<file path="src/rtl/rsf_defines.svh">
// Offsets, field positions, reset values and counts of the radio
// control and offset compensation configuration registers.
// Assumes an 8-bit register port; included by the power-up timer and the top design file.
`ifndef RSF_DEFINES_SVH
`define RSF_DEFINES_SVH

// ==========================================================
// Register offsets and storage width
`define RSF_RADIO_CTRL_OFS   8'h18
`define RSF_FOC_CFG_OFS      8'h19
`define RSF_CFG_W            6

// ==========================================================
// Field positions of the radio control register
`define RSF_AUTOCAL_LSB      4
`define RSF_PO_LSB           2
`define RSF_PIN_CTRL_BIT     1
`define RSF_KEEP_OSC_BIT     0

// ==========================================================
// Field positions of the offset compensation register
`define RSF_CS_GATE_BIT      5
`define RSF_PRE_K_LSB        3
`define RSF_POST_K_BIT       2
`define RSF_LIMIT_LSB        0

// ==========================================================
// Reset values, reserved bits excluded
`define RSF_RADIO_CTRL_RST   6'h04
`define RSF_FOC_CFG_RST      6'h36

// ==========================================================
// Power-up timing: six-bit ripple counter and expire counts; last count of the every-fourth calibration
`define RSF_RIPPLE_W         6
`define RSF_EXPIRE_0         9'h001
`define RSF_EXPIRE_1         9'h010
`define RSF_EXPIRE_2         9'h040
`define RSF_EXPIRE_3         9'h100
`define RSF_CAL_EVERY_LAST   2'h3

`endif

</file>
<file path="src/rtl/rsf_pkg.sv">
// Types shared by the configuration block and its power-up timer.
// Assumes nothing of its surroundings.
package rsf_pkg;

  // ========================================================
  // Radio states reported by the main state machine, Gray coded.
  typedef enum logic [2:0] {
    rsf_st_sleep  = 3'h0,
    rsf_st_idle   = 3'h1,
    rsf_st_rx     = 3'h3,
    rsf_st_tx     = 3'h2,
    rsf_st_synth_tx_ready_state = 3'h6
  } rsf_radio_state_type;

  // ========================================================
  // Automatic synthesizer calibration settings.
  typedef enum logic [1:0] {
    rsf_cal_never    = 2'h0,
    rsf_cal_on_start = 2'h1,
    rsf_cal_on_end   = 2'h2,
    rsf_cal_every4   = 2'h3
  } rsf_autocal_type;

  // ========================================================
  // Power-up timer states, Gray coded.
  typedef enum logic [1:0] {
    rsf_po_off   = 2'h0,
    rsf_po_count = 2'h1,
    rsf_po_ready = 2'h3
  } rsf_po_state_type;

endpackage

</file>
<file path="src/rtl/rsf_po_timer.sv">
// Power-up delay that holds chip ready off until the ripple counter
// has expired the selected number of times.
// Assumes the crystal clock and an already synchronised stable flag.
`timescale 1ns/10ps
`include "rsf_defines.svh"

module rsf_po_timer (
  // Clock and reset.
  input  wire logic       clk_sys_in,
  input  wire logic       nrst_in,
  // Oscillator status and expire selection.
  input  wire logic       osc_stable_in,
  input  wire logic [1:0] expire_sel_in,
  // Chip ready, active low.
  output logic            chip_ready_n_out
);

  // ========================================================
  // State and counters
  rsf_pkg::rsf_po_state_type  state;
  logic [`RSF_RIPPLE_W-1:0]   ripple;
  logic [8:0]                 expiries;
  logic                       done;
  logic [14:0]                dwell;

  // Expire count for each selection setting.
  function automatic logic [8:0] expire_count(input logic [1:0] sel);
    unique case (sel)
      2'h0: expire_count = `RSF_EXPIRE_0;
      2'h1: expire_count = `RSF_EXPIRE_1;
      2'h2: expire_count = `RSF_EXPIRE_2;
      2'h3: expire_count = `RSF_EXPIRE_3;
    endcase
  endfunction

  // Last cycle of the last selected expiry.
  assign done = (state == rsf_pkg::rsf_po_count) && (&ripple) &&
    (expiries == expire_count(expire_sel_in) - 9'h001);

  // ========================================================
  // Sequencer; losing the oscillator always restarts the wait.
  always_ff @(posedge clk_sys_in or negedge nrst_in) begin
    if (!nrst_in) begin
      state <= rsf_pkg::rsf_po_off;
    end else if (!osc_stable_in) begin
      state <= rsf_pkg::rsf_po_off;
    end else begin
      unique case (state)
        rsf_pkg::rsf_po_off:   state <= rsf_pkg::rsf_po_count;
        rsf_pkg::rsf_po_count: begin
          if (done) begin
            state <= rsf_pkg::rsf_po_ready;
          end
        end
        rsf_pkg::rsf_po_ready: state <= rsf_pkg::rsf_po_ready;
        default:               state <= rsf_pkg::rsf_po_off;
      endcase
    end
  end

  // Ripple counter and its expiry count, cleared outside the wait.
  always_ff @(posedge clk_sys_in or negedge nrst_in) begin
    if (!nrst_in) begin
      ripple   <= '0;
      expiries <= '0;
    end else if (state != rsf_pkg::rsf_po_count) begin
      ripple   <= '0;
      expiries <= '0;
    end else begin
      ripple <= ripple + 6'h01;
      if (&ripple) begin
        expiries <= expiries + 9'h001;
      end
    end
  end

  // Chip ready falls on the same edge as the sequencer reaches ready.
  always_ff @(posedge clk_sys_in or negedge nrst_in) begin
    if (!nrst_in) begin
      chip_ready_n_out <= 1'b1;
    end else begin
      chip_ready_n_out <= !(osc_stable_in &&
        (done || state == rsf_pkg::rsf_po_ready));
    end
  end

  // ========================================================
  // Checks; the dwell counter only serves them.
  always_ff @(posedge clk_sys_in or negedge nrst_in) begin
    if (!nrst_in) begin
      dwell <= '0;
    end else if (state == rsf_pkg::rsf_po_count) begin
      dwell <= dwell + 15'h0001;
    end else begin
      dwell <= '0;
    end
  end
endmodule

</file>
<file path="src/rtl/rsf_top.sv">
// Radio control and frequency offset compensation configuration, with
// the calibration triggers, power-up delay and offset loop they steer.
// Assumes one crystal clock; radio state and demodulator flags come
// from logic on the same clock, the oscillator flag from analog.
//
// Implementation choice: the plain strobed port.
`timescale 1ns/10ps
`include "rsf_defines.svh"

module rsf_top #(
  parameter int ERR_W   = 8,
  parameter int OFS_W   = 11,
  parameter int BW_FULL = 512
) (
  // Clock and reset.
  input  wire logic                   clk_sys_in,
  input  wire logic                   nrst_in,
  // Register port.
  input  wire logic [7:0]             reg_addr_in,
  input  wire logic [7:0]             reg_wr_data_in,
  input  wire logic                   reg_wr_in,
  input  wire logic                   reg_rd_in,
  output logic [7:0]                  reg_rd_data_out,
  // Radio control.
  input  rsf_pkg::rsf_radio_state_type radio_state_in,
  input  wire logic                   synth_calibrate_strobe_in,
  input  wire logic                   osc_stable_pin_in,
  output logic                        synth_cal_start_out,
  output logic                        chip_ready_n_out,
  output logic                        pin_radio_ctrl_on_out,
  output logic                        osc_enable_out,
  // Frequency offset compensation.
  input  wire logic                   carrier_detect_flag_in,
  input  wire logic                   sync_word_found_in,
  input  wire logic                   freq_err_valid_in,
  input  wire logic signed [ERR_W-1:0] freq_err_in,
  output logic                        loop_freeze_out,
  output logic signed [OFS_W-1:0]     freq_offset_out
);

  // ========================================================
  // Widths of the loop arithmetic
  localparam int ACC_W  = OFS_W + 1;
  localparam int STEP_W = ERR_W + 5;
  localparam int SUM_W  = (ACC_W > STEP_W ? ACC_W : STEP_W) + 1;

  // ========================================================
  // Declarations
  logic [`RSF_CFG_W-1:0]        radio_control_config;
  logic [`RSF_CFG_W-1:0]        freq_offset_comp_config;
  rsf_pkg::rsf_autocal_type     autocal_mode;
  rsf_pkg::rsf_radio_state_type prev_state;
  logic                         start_evt;
  logic                         end_evt;
  logic [1:0]                   end_count;
  logic                         next_cal;
  logic                         osc_meta;
  logic                         osc_sync;
  logic                         in_rx;
  logic                         cs_seen;
  logic                         next_cs_seen;
  logic                         sync_seen;
  logic                         synced;
  logic                         cs_gate;
  logic [1:0]                   pre_sel;
  logic                         post_sel;
  logic [1:0]                   lim_sel;
  logic [3:0]                   gain;
  logic [ACC_W-1:0]             lim;
  logic signed [STEP_W-1:0]     step;
  logic signed [SUM_W-1:0]      base;
  logic signed [SUM_W-1:0]      lim_s;
  logic signed [ACC_W-1:0]      acc;
  logic signed [ACC_W-1:0]      next_acc;

  // ========================================================
  // Functions
  // States that leave IDLE towards the synthesizer running.
  function automatic logic is_active(
    input rsf_pkg::rsf_radio_state_type s);
    is_active = (s == rsf_pkg::rsf_st_rx) ||
                (s == rsf_pkg::rsf_st_tx) ||
                (s == rsf_pkg::rsf_st_synth_tx_ready_state);
  endfunction

  // Receive or transmit only.
  function automatic logic is_rxtx(
    input rsf_pkg::rsf_radio_state_type s);
    is_rxtx = (s == rsf_pkg::rsf_st_rx) || (s == rsf_pkg::rsf_st_tx);
  endfunction

  // Loop gain in units of K/2.
  function automatic logic [3:0] gain_half(input logic [1:0] pre,
                                           input logic       post,
                                           input logic       sw);
    if (sw && post) begin
      gain_half = 4'h1;
    end else begin
      gain_half = {1'b0, pre, 1'b0} + 4'h2;
    end
  endfunction

  // Saturation point in units of half an offset step.
  function automatic logic [ACC_W-1:0] lim_half(input logic [1:0] sel);
    unique case (sel)
      2'h0: lim_half = '0;
      2'h1: lim_half = ACC_W'(BW_FULL / 4);
      2'h2: lim_half = ACC_W'(BW_FULL / 2);
      2'h3: lim_half = ACC_W'(BW_FULL);
    endcase
  endfunction

  // ========================================================
  // Register writes; only the six low bits are stored.
  always_ff @(posedge clk_sys_in or negedge nrst_in) begin
    if (!nrst_in) begin
      radio_control_config <= `RSF_RADIO_CTRL_RST;
    end else if (reg_wr_in && reg_addr_in == `RSF_RADIO_CTRL_OFS) begin
      radio_control_config <= reg_wr_data_in[`RSF_CFG_W-1:0];
    end
  end

  always_ff @(posedge clk_sys_in or negedge nrst_in) begin
    if (!nrst_in) begin
      freq_offset_comp_config <= `RSF_FOC_CFG_RST;
    end else if (reg_wr_in && reg_addr_in == `RSF_FOC_CFG_OFS) begin
      freq_offset_comp_config <= reg_wr_data_in[`RSF_CFG_W-1:0];
    end
  end

  // Read data stand for exactly one cycle; unmapped reads give zero.
  always_ff @(posedge clk_sys_in or negedge nrst_in) begin
    if (!nrst_in) begin
      reg_rd_data_out <= 8'h00;
    end else if (reg_rd_in) begin
      unique case (reg_addr_in)
        `RSF_RADIO_CTRL_OFS:
          reg_rd_data_out <= {2'b00, radio_control_config};
        `RSF_FOC_CFG_OFS:
          reg_rd_data_out <= {2'b00, freq_offset_comp_config};
        default: reg_rd_data_out <= 8'h00;
      endcase
    end else begin
      reg_rd_data_out <= 8'h00;
    end
  end

  // ========================================================
  // Field decode.
  assign autocal_mode = rsf_pkg::rsf_autocal_type'(
    radio_control_config[`RSF_AUTOCAL_LSB +: 2]);
  assign cs_gate  = freq_offset_comp_config[`RSF_CS_GATE_BIT];
  assign pre_sel  = freq_offset_comp_config[`RSF_PRE_K_LSB +: 2];
  assign post_sel = freq_offset_comp_config[`RSF_POST_K_BIT];
  assign lim_sel  = freq_offset_comp_config[`RSF_LIMIT_LSB +: 2];
  assign pin_radio_ctrl_on_out =
    radio_control_config[`RSF_PIN_CTRL_BIT];

  // ========================================================
  // Calibration triggers.
  always_ff @(posedge clk_sys_in or negedge nrst_in) begin
    if (!nrst_in) begin
      prev_state <= rsf_pkg::rsf_st_sleep;
    end else begin
      prev_state <= radio_state_in;
    end
  end

  assign start_evt = (prev_state == rsf_pkg::rsf_st_idle) &&
                     is_active(radio_state_in);
  assign end_evt = is_rxtx(prev_state) &&
                   (radio_state_in == rsf_pkg::rsf_st_idle);

  // Returns to IDLE are counted only in the every-fourth setting, so a
  // change of setting always starts a fresh group of four.
  always_ff @(posedge clk_sys_in or negedge nrst_in) begin
    if (!nrst_in) begin
      end_count <= 2'h0;
    end else if (autocal_mode != rsf_pkg::rsf_cal_every4) begin
      end_count <= 2'h0;
    end else if (end_evt) begin
      end_count <= end_count + 2'h1;
    end
  end

  // The manual strobe calibrates in every setting.
  always_comb begin
    next_cal = synth_calibrate_strobe_in;
    unique case (autocal_mode)
      rsf_pkg::rsf_cal_never: ;
      rsf_pkg::rsf_cal_on_start:
        next_cal = next_cal || start_evt;
      rsf_pkg::rsf_cal_on_end:
        next_cal = next_cal || end_evt;
      rsf_pkg::rsf_cal_every4:
        next_cal = next_cal || (end_evt &&
          end_count == `RSF_CAL_EVERY_LAST);
    endcase
  end

  always_ff @(posedge clk_sys_in or negedge nrst_in) begin
    if (!nrst_in) begin
      synth_cal_start_out <= 1'b0;
    end else begin
      synth_cal_start_out <= next_cal;
    end
  end

  // ========================================================
  // Oscillator control and power-up delay.
  // The stable flag comes from the analog oscillator, so it is
  // synchronised before the timer looks at it.
  always_ff @(posedge clk_sys_in or negedge nrst_in) begin
    if (!nrst_in) begin
      osc_meta <= 1'b0;
      osc_sync <= 1'b0;
    end else begin
      osc_meta <= osc_stable_pin_in;
      osc_sync <= osc_meta;
    end
  end

  // Crystal runs outside SLEEP, and in SLEEP only when kept on.
  always_ff @(posedge clk_sys_in or negedge nrst_in) begin
    if (!nrst_in) begin
      osc_enable_out <= 1'b1;
    end else begin
      osc_enable_out <= (radio_state_in != rsf_pkg::rsf_st_sleep) ||
        radio_control_config[`RSF_KEEP_OSC_BIT];
    end
  end

  rsf_po_timer u_po_timer (
    .clk_sys_in       (clk_sys_in),
    .nrst_in          (nrst_in),
    .osc_stable_in    (osc_sync),
    .expire_sel_in    (radio_control_config[`RSF_PO_LSB +: 2]),
    .chip_ready_n_out (chip_ready_n_out)
  );

  // ========================================================
  // Offset loop gating: carrier and sync flags hold for one stay in RX.
  assign in_rx        = (radio_state_in == rsf_pkg::rsf_st_rx);
  assign next_cs_seen = in_rx && (cs_seen || carrier_detect_flag_in);
  assign synced       = sync_seen || sync_word_found_in;

  always_ff @(posedge clk_sys_in or negedge nrst_in) begin
    if (!nrst_in) begin
      cs_seen   <= 1'b0;
      sync_seen <= 1'b0;
    end else begin
      cs_seen   <= next_cs_seen;
      sync_seen <= in_rx && synced;
    end
  end

  always_ff @(posedge clk_sys_in or negedge nrst_in) begin
    if (!nrst_in) begin
      loop_freeze_out <= 1'b1;
    end else begin
      loop_freeze_out <= cs_gate && !next_cs_seen;
    end
  end

  // ========================================================
  // Offset accumulator, kept in half steps so that K/2 stays exact.
  // Clamping every cycle makes a lowered limit take effect at once.
  assign gain  = gain_half(pre_sel, post_sel, synced);
  assign lim   = lim_half(lim_sel);
  assign lim_s = $signed(SUM_W'(lim));

  always_comb begin
    step = freq_err_in * $signed({1'b0, gain});
    if (freq_err_valid_in && !loop_freeze_out) begin
      base = SUM_W'(acc) + SUM_W'(step);
    end else begin
      base = SUM_W'(acc);
    end
    if (!in_rx || lim_sel == 2'h0) begin
      next_acc = '0;
    end else if (base > lim_s) begin
      next_acc = ACC_W'(lim_s);
    end else if (base < -lim_s) begin
      next_acc = ACC_W'(-lim_s);
    end else begin
      next_acc = ACC_W'(base);
    end
  end

  always_ff @(posedge clk_sys_in or negedge nrst_in) begin
    if (!nrst_in) begin
      acc             <= '0;
      freq_offset_out <= '0;
    end else begin
      acc             <= next_acc;
      freq_offset_out <= next_acc[ACC_W-1:1];
    end
  end
endmodule
</file>
<file path="config.mk">
export PLATFORM = sky130hd
export DESIGN_NAME = rsf_top
export DESIGN_NICKNAME = d
export VERILOG_FILES = /design/src/rtl/rsf_pkg.sv /design/src/rtl/rsf_po_timer.sv /design/src/rtl/rsf_top.sv
export VERILOG_INCLUDE_DIRS = /design/src /design/src/rtl
export SDC_FILE = /design/constraint.sdc
export NUM_CORES = 1
export LEC_CHECK = 0
export ABC_CLOCK_PERIOD_IN_PS = 6800
export BUFFER_PORTS_ARGS = -buffer_cell sky130_fd_sc_hd__buf_4
export CAP_MARGIN = 20
export CORE_MARGIN = 2
export CORE_UTILIZATION = 59
export DETAILED_ROUTE_END_ITERATION = 6
export PLACE_DENSITY = 0.81
export SLEW_MARGIN = 20
export SYNTH_ARGS = -nofsm -noshare
export SYNTH_HDL_FRONTEND = slang
export SYNTH_HIERARCHICAL = 1
export SYNTH_SLANG_ARGS = --single-unit
</file>
<file path="constraint.sdc">
create_clock -name clk_sys_in -period 6.8 [get_ports clk_sys_in]
set_input_delay 0.34 -clock clk_sys_in [delete_from_list [all_inputs] [get_ports clk_sys_in]]
set_output_delay 0.34 -clock clk_sys_in [all_outputs]
set_load 0.03 [all_outputs]
</file>
### Word level (Yosys, flattened, before mapping)

Index checks and enable logic that the tools add are counted.

* output and inout port bits: 24
* bits in registers: 73

* $mul: 1
* reduce and logical (&&, ||, !) cells: 35
* add/sub/neg operators: 7
* equality and inequality tests: 25
* multiplexer cells: 18
* $lt $le $gt $ge: 2

Operator list (number)
* $pmux W12 S4: 1
* $mux W12: 3
* $pmux W9 S4: 1
* $mux W9: 2
* $eq A2 B2 Y1 const B: 8
* $eq A8 B5 Y1 const B: 2
* $add A12 B13 Y14: 1
* $gt A14 B13 Y1: 1
* $lt A14 B14 Y1: 1
* $mux W14: 1
* $neg A12 Y14: 1
* $logic_and A1 B1 Y1: 13
* $mul A8 B5 Y13: 1
* $eq A3 B2 Y1 const B: 4
* $mux W6: 2
* $pmux W6 S2: 1
* $logic_or A1 B1 Y1: 11
* $add A9 B1 Y9 const B: 1
* $eq A9 B9 Y1: 1
* $sub A9 B1 Y9 const B: 1
* $eq A2 B1 Y1 const B: 4
* $mux W2: 4
* $add A6 B1 Y6 const B: 1
* $eq A3 B1 Y1 const B: 2
* 14 further kinds: 20

### Longest topological paths before layout

* word-level depth: 10
* depth in mapped cells: 28
* depth with buffers taken out: 26

### Modules after synthesis

Netlist, hierarchy kept.

Modules (own cells, without submodules)
* rsf_top: instances 1, cells an instance 413, area an instance 3957.5 µm²
* rsf_po_timer: instances 1, cells an instance 90, area an instance 902.1 µm²

### Least setup slack after synthesis

OpenSTA, ideal clock, no wires.

* path type: register to register
* start: register sync_seen
* end: register acc[7]
* setup slack: 976 ps
* buffers on the path: 1
* arrival time: 5725 ps
* stages on the path, launching flop included: 27
* setup time: 100 ps
* period minus slack after synthesis: 5824 ps
* path through: dfrtp_1 -> nor2_1 -> nor2b_1 -> clkbuf_1 -> nor2_1 -> nand2_1 -> fa_1 -> inv_1 -> fa_1 -> inv_1 -> fa_1 -> inv_1 -> ha_1 -> and3_1 -> a221o_1 -> nor2_1 -> xnor2_1 -> a21oi_1 -> inv_1 -> ha_1 -> o21a_1 -> nor2_1 -> maj3_1 -> o221a_2 -> o221ai_2 -> a21oi_1 -> a311oi_1

* cells in the longest elaborated chain, start to end: 10

RTL lines
* start, declared: line rsf_top.sv:62 `logic sync_seen;`
* start signal, assigned: line rsf_top.sv:253 `sync_seen <= in_rx && synced;`
* $logic_or A1 B1 Y1 (*): line rsf_top.sv:245 `assign synced = sync_seen || sync_word_found_in;`
* $logic_and A1 B1 Y1 (*): line rsf_top.sv:96 `if (sw && post) begin`
* $mux W4 (*): line rsf_top.sv:96
* $mul A8 B5 Y13 (*): line rsf_top.sv:273 `step = freq_err_in * $signed({1'b0, gain});`
* $add A12 B13 Y14 (*): line rsf_top.sv:275 `base = SUM_W'(acc) + SUM_W'(step);`
* $mux W14 (*): line rsf_top.sv:274 `if (freq_err_valid_in && !loop_freeze_out) begin`
* $lt A14 B14 Y1: line rsf_top.sv:283 `end else if (base < -lim_s) begin`
* $mux W12: line rsf_top.sv:283
* $mux W12 (*): line rsf_top.sv:281 `end else if (base > lim_s) begin`
* $mux W12 (*): line rsf_top.sv:279 `if (!in_rx || lim_sel == 2'h0) begin`
* named net next_acc[7]: line rsf_top.sv:74 `logic signed [ACC_W-1:0] next_acc;`
* end signal, assigned: line rsf_top.sv:295 `acc <= next_acc;`
* end, declared: line rsf_top.sv:73 `logic signed [ACC_W-1:0] acc;`

The timed path passes the listed nets; every way through them passes the cells marked *.
A chain may end at the register's enable or synchronous reset.

### Final worst setup path

* start: register sync_seen
* end: register acc[3]

Same word-level chain as after synthesis.

==> run_results.csv <==
group,metric,value,unit
status,status,"completed",
critical_path,setup.worst_path.class,"reg -> reg",
drt,first_iter_violations,148,
die,core_area,0.00809,mm^2
clock_tree,clkTransAtPathRegs,70,ps
synth,synth_largest_area_cell,"dfrtp_1",
pwr,leakagePower,2.72,nW
timing,hold_viol_final,0,
timing,clock.fmax,157,MHz
die,die_y,94.8,um
drt,drc_errors,0,
clock_tree,h-tree-depth,3,
critical_path,cp_top_family,"adder cells",
drt,vias,3637,
min_path,hold_class,"in -> async",
synth,synthesis.area,0.00486,mm^2
cells_and_area,final_cell_area,0.00551,mm^2
critical_path,required,7050,ps
synth,ys_ff_latch,60,
flow_run,max_cap_viol_count,0,
timing,fin_crit,6360,ps
pwr,ir_worst_vdd,0.000199,V
die,ios,60,
cells_and_area,syn_to_final_growth,13.4,%
synth,synth.top_cell.area_share,0.268,
drt,drt_wl_total,9860,um
global_route,antenna_found_initial,0,
clock_tree,clk_path_buf_depth,2,
timing,period_share,0.936,
synth,yosys-top-cells-area,"dfrtp_1 (27%), fa_1 (12%), ha_1 (11%), inv_1 (5.5%), dfstp_2 (4.3%)",
drt,via_per_inst,5.53,
synth,ys_types,67,
synth,synth_cells,503,
clock_tree,root_buffer,"clkbuf_8",
drt,dr.pass1.iters,4,
cells_and_area,nets,656,
synth,synth_top_flop_cell,"dfrtp_1",
die,chipWidth,94.8,um
cells_and_area,nFillCells,658,
critical_path,rr_worst_depth,25,
global_route,grt_max_degree,61,
critical_path,start_kind,"flip-flop",
critical_path,end_kind,"flip-flop",
die,die_area,0.00898,mm^2
synth,synth_warnings,6,
timing,max-slew-margin-rel,0.508,
pwr,p_per_area,174,mW/mm^2
cells_and_area,num_antenna_cells,0,
clock_tree,numCtsBuffers,9,
synth,syn_avg_cell_area,9.66,um^2
place,port_buffers,55,
synth,synth_edf_count,0,
critical_path,crit_buf_inv,4,
place,gp_congestion,0.855,
global_route,overflow,0,
critical_path,cp.depth,25,
clock_tree,clkSinkCount,60,
global_route,track_usage,0.238,
place,dpl_cell_area,0.00527,mm^2
place,dp_hpwl,7570,um
pwr,p_total,0.959,mW
timing,finalSetupTns,0,ps
global_route,grt_pass1_vias,3729,
timing,report.final.slew_viol_count,0,
timing,setup_viol,0,
die,initial_core_util,0.600,
timing,worst_slew_pin_slew,738,ps
synth,async_flop_share,1.00,
critical_path,max_stage_delay,540,ps
drt,avgRoutedWirePerCell,15.0,um
global_route,grt_pass1_wl,16700,um
cells_and_area,final_core_util,0.681,
clock_tree,cts_tree,"done",
critical_path,worstPathMaxFanout,9,
critical_path,critPathSlowestCell,"fa_1",
die,rows,33,
critical_path,worstPathArrival,6610,ps
critical_path,cp_common_cell,"inv_1",
synth,synth_seq_area_share,0.311,
drt,ant_nets,0,
clock_tree,clock_latency,340,ps
timing,finalClockSkew,12.8,ps
timing,rsz0062_at_grt,"no",
cells_and_area,layout-drive-gt1-share,0.203,
-- final timing paths --
check,end,startpoint,slack [ps]
worst min register to register,osc_sync,osc_meta,370
worst max-delay path,acc[3],sync_seen,440
worst max register to register,acc[3],sync_seen,440
worst min-delay path,acc[1],nrst_in,60
max in group asynchronous,reg_rd_data_out[3],nrst_in,6250
min in group clk_sys_in,osc_meta,osc_stable_pin_in,110
-- cell usage in the layout (no fill, tap or decap), types with 16 or more instances in the layout --
cell type and n:
inv_1 71, buf_4 57, dfrtp_1 52, ha_1 43, nor2_1 38, nand2_1 36, fa_1 29, and3_1 20
a21oi_1 16
-- final cells by class --
class / count / area [um^2] / area share
multi-input combinational: 349 / 2940 / 0.534
sequential: 60 / 1510 / 0.274
timing repair buffer: 57 / 428 / 0.0777
inverter: 71 / 267 / 0.0484
clock buffer: 11 / 131 / 0.0238
tap: 105 / 131 / 0.0238
clock inverter: 5 / 100 / 0.0182
-- timing repair --
action,in CTS,in global routing
endpoints found under the setup margin,0,11
setup buffers,0,0
gates resized for setup,0,2
hold buffers,0,0
-- cells in the mapped netlist, types with 2 or more instances --
cell type and number:
inv_1 71, dfrtp_1 52, ha_1 43, nor2_1 39, nand2_1 36, fa_1 29, and3_1 20, a21oi_1 16
buf_4 13, mux2_2 12, nand3_1 12, o21ai_0 11, xnor2_1 11, clkbuf_1 8, dfstp_2 8, mux2i_1 8
and2_1 7, nor2b_1 7, nor3_1 7, o21a_1 7, nand2b_1 6, nand4_1 6, xor2_1 6, nand3b_1 4
nor4_2 4, a211oi_1 3, o2111ai_1 3, o31ai_1 3, a211o_1 2, a211oi_2 2, a21boi_0 2, a21o_1 2
a31oi_1 2, a41oi_1 2, buf_2 2, nand3_4 2, nor3b_1 2, nor4_1 2, nor4b_1 2, o21ai_1 2
-- where the power goes --
part	total [mW]	internal, mW	switching, mW	leakage [nW]
combinational	0.203	0.0858	0.118	1.81
sequential	0.375	0.367	0.00819	0.789
clock	0.381	0.242	0.138	0.117
-- logic make-up after synthesis --
logic type,after synthesis,share of synthesized area
buf+inv,95,0.0855
compound gates,70,0.107
simple gates,167,0.188
mux,20,0.0443
fa+ha+maj,73,0.232
flops,60,0.311
other cells,1,0.000772
xor+xnor,17,0.0306
-- flip-flops by register name, summed over array words and instances, names as in the netlist --
| signal | flops |
|---|---|
| freq_offset_comp_config | 6 |
| radio_control_config | 6 |
| osc_enable_out | 1 |
| sync_seen | 1 |
| acc | 12 |
| u_po_timer/chip_ready_n_out | 1 |
| u_po_timer/state | 2 |
| u_po_timer/ripple | 6 |
| synth_cal_start_out | 1 |
| end_count | 2 |
| u_po_timer/expiries | 9 |
| osc_sync | 1 |
| loop_freeze_out | 1 |
| osc_meta | 1 |
| reg_rd_data_out | 6 |
| prev_state | 3 |
| cs_seen | 1 |
-- layer usage --
layer | vias to the layer above | global-route usage | part of all wire
li1 | 1783 | - | -
met1 | 1763 | 0.311 | 0.44
met2 | 78 | 0.408 | 0.50
met3 | 13 | 0.0375 | 0.043
met4 | 0 | 0.0700 | 0.013
met5 | - | 0 | 0
-- through the flow --
stage | hold slack, ps | setup WS [ps] | cells
final | 58.9 | 439 | 658
after global routing | 99.2 | 8.97 | 658
after CTS | 79.5 | 201 | 658
after detailed placement | 358 | 221 | 642
after global placement | 336 | 394 | 642
after floorplan | 44.4 | 976 | 504
Power figures use the tool's default switching activity.
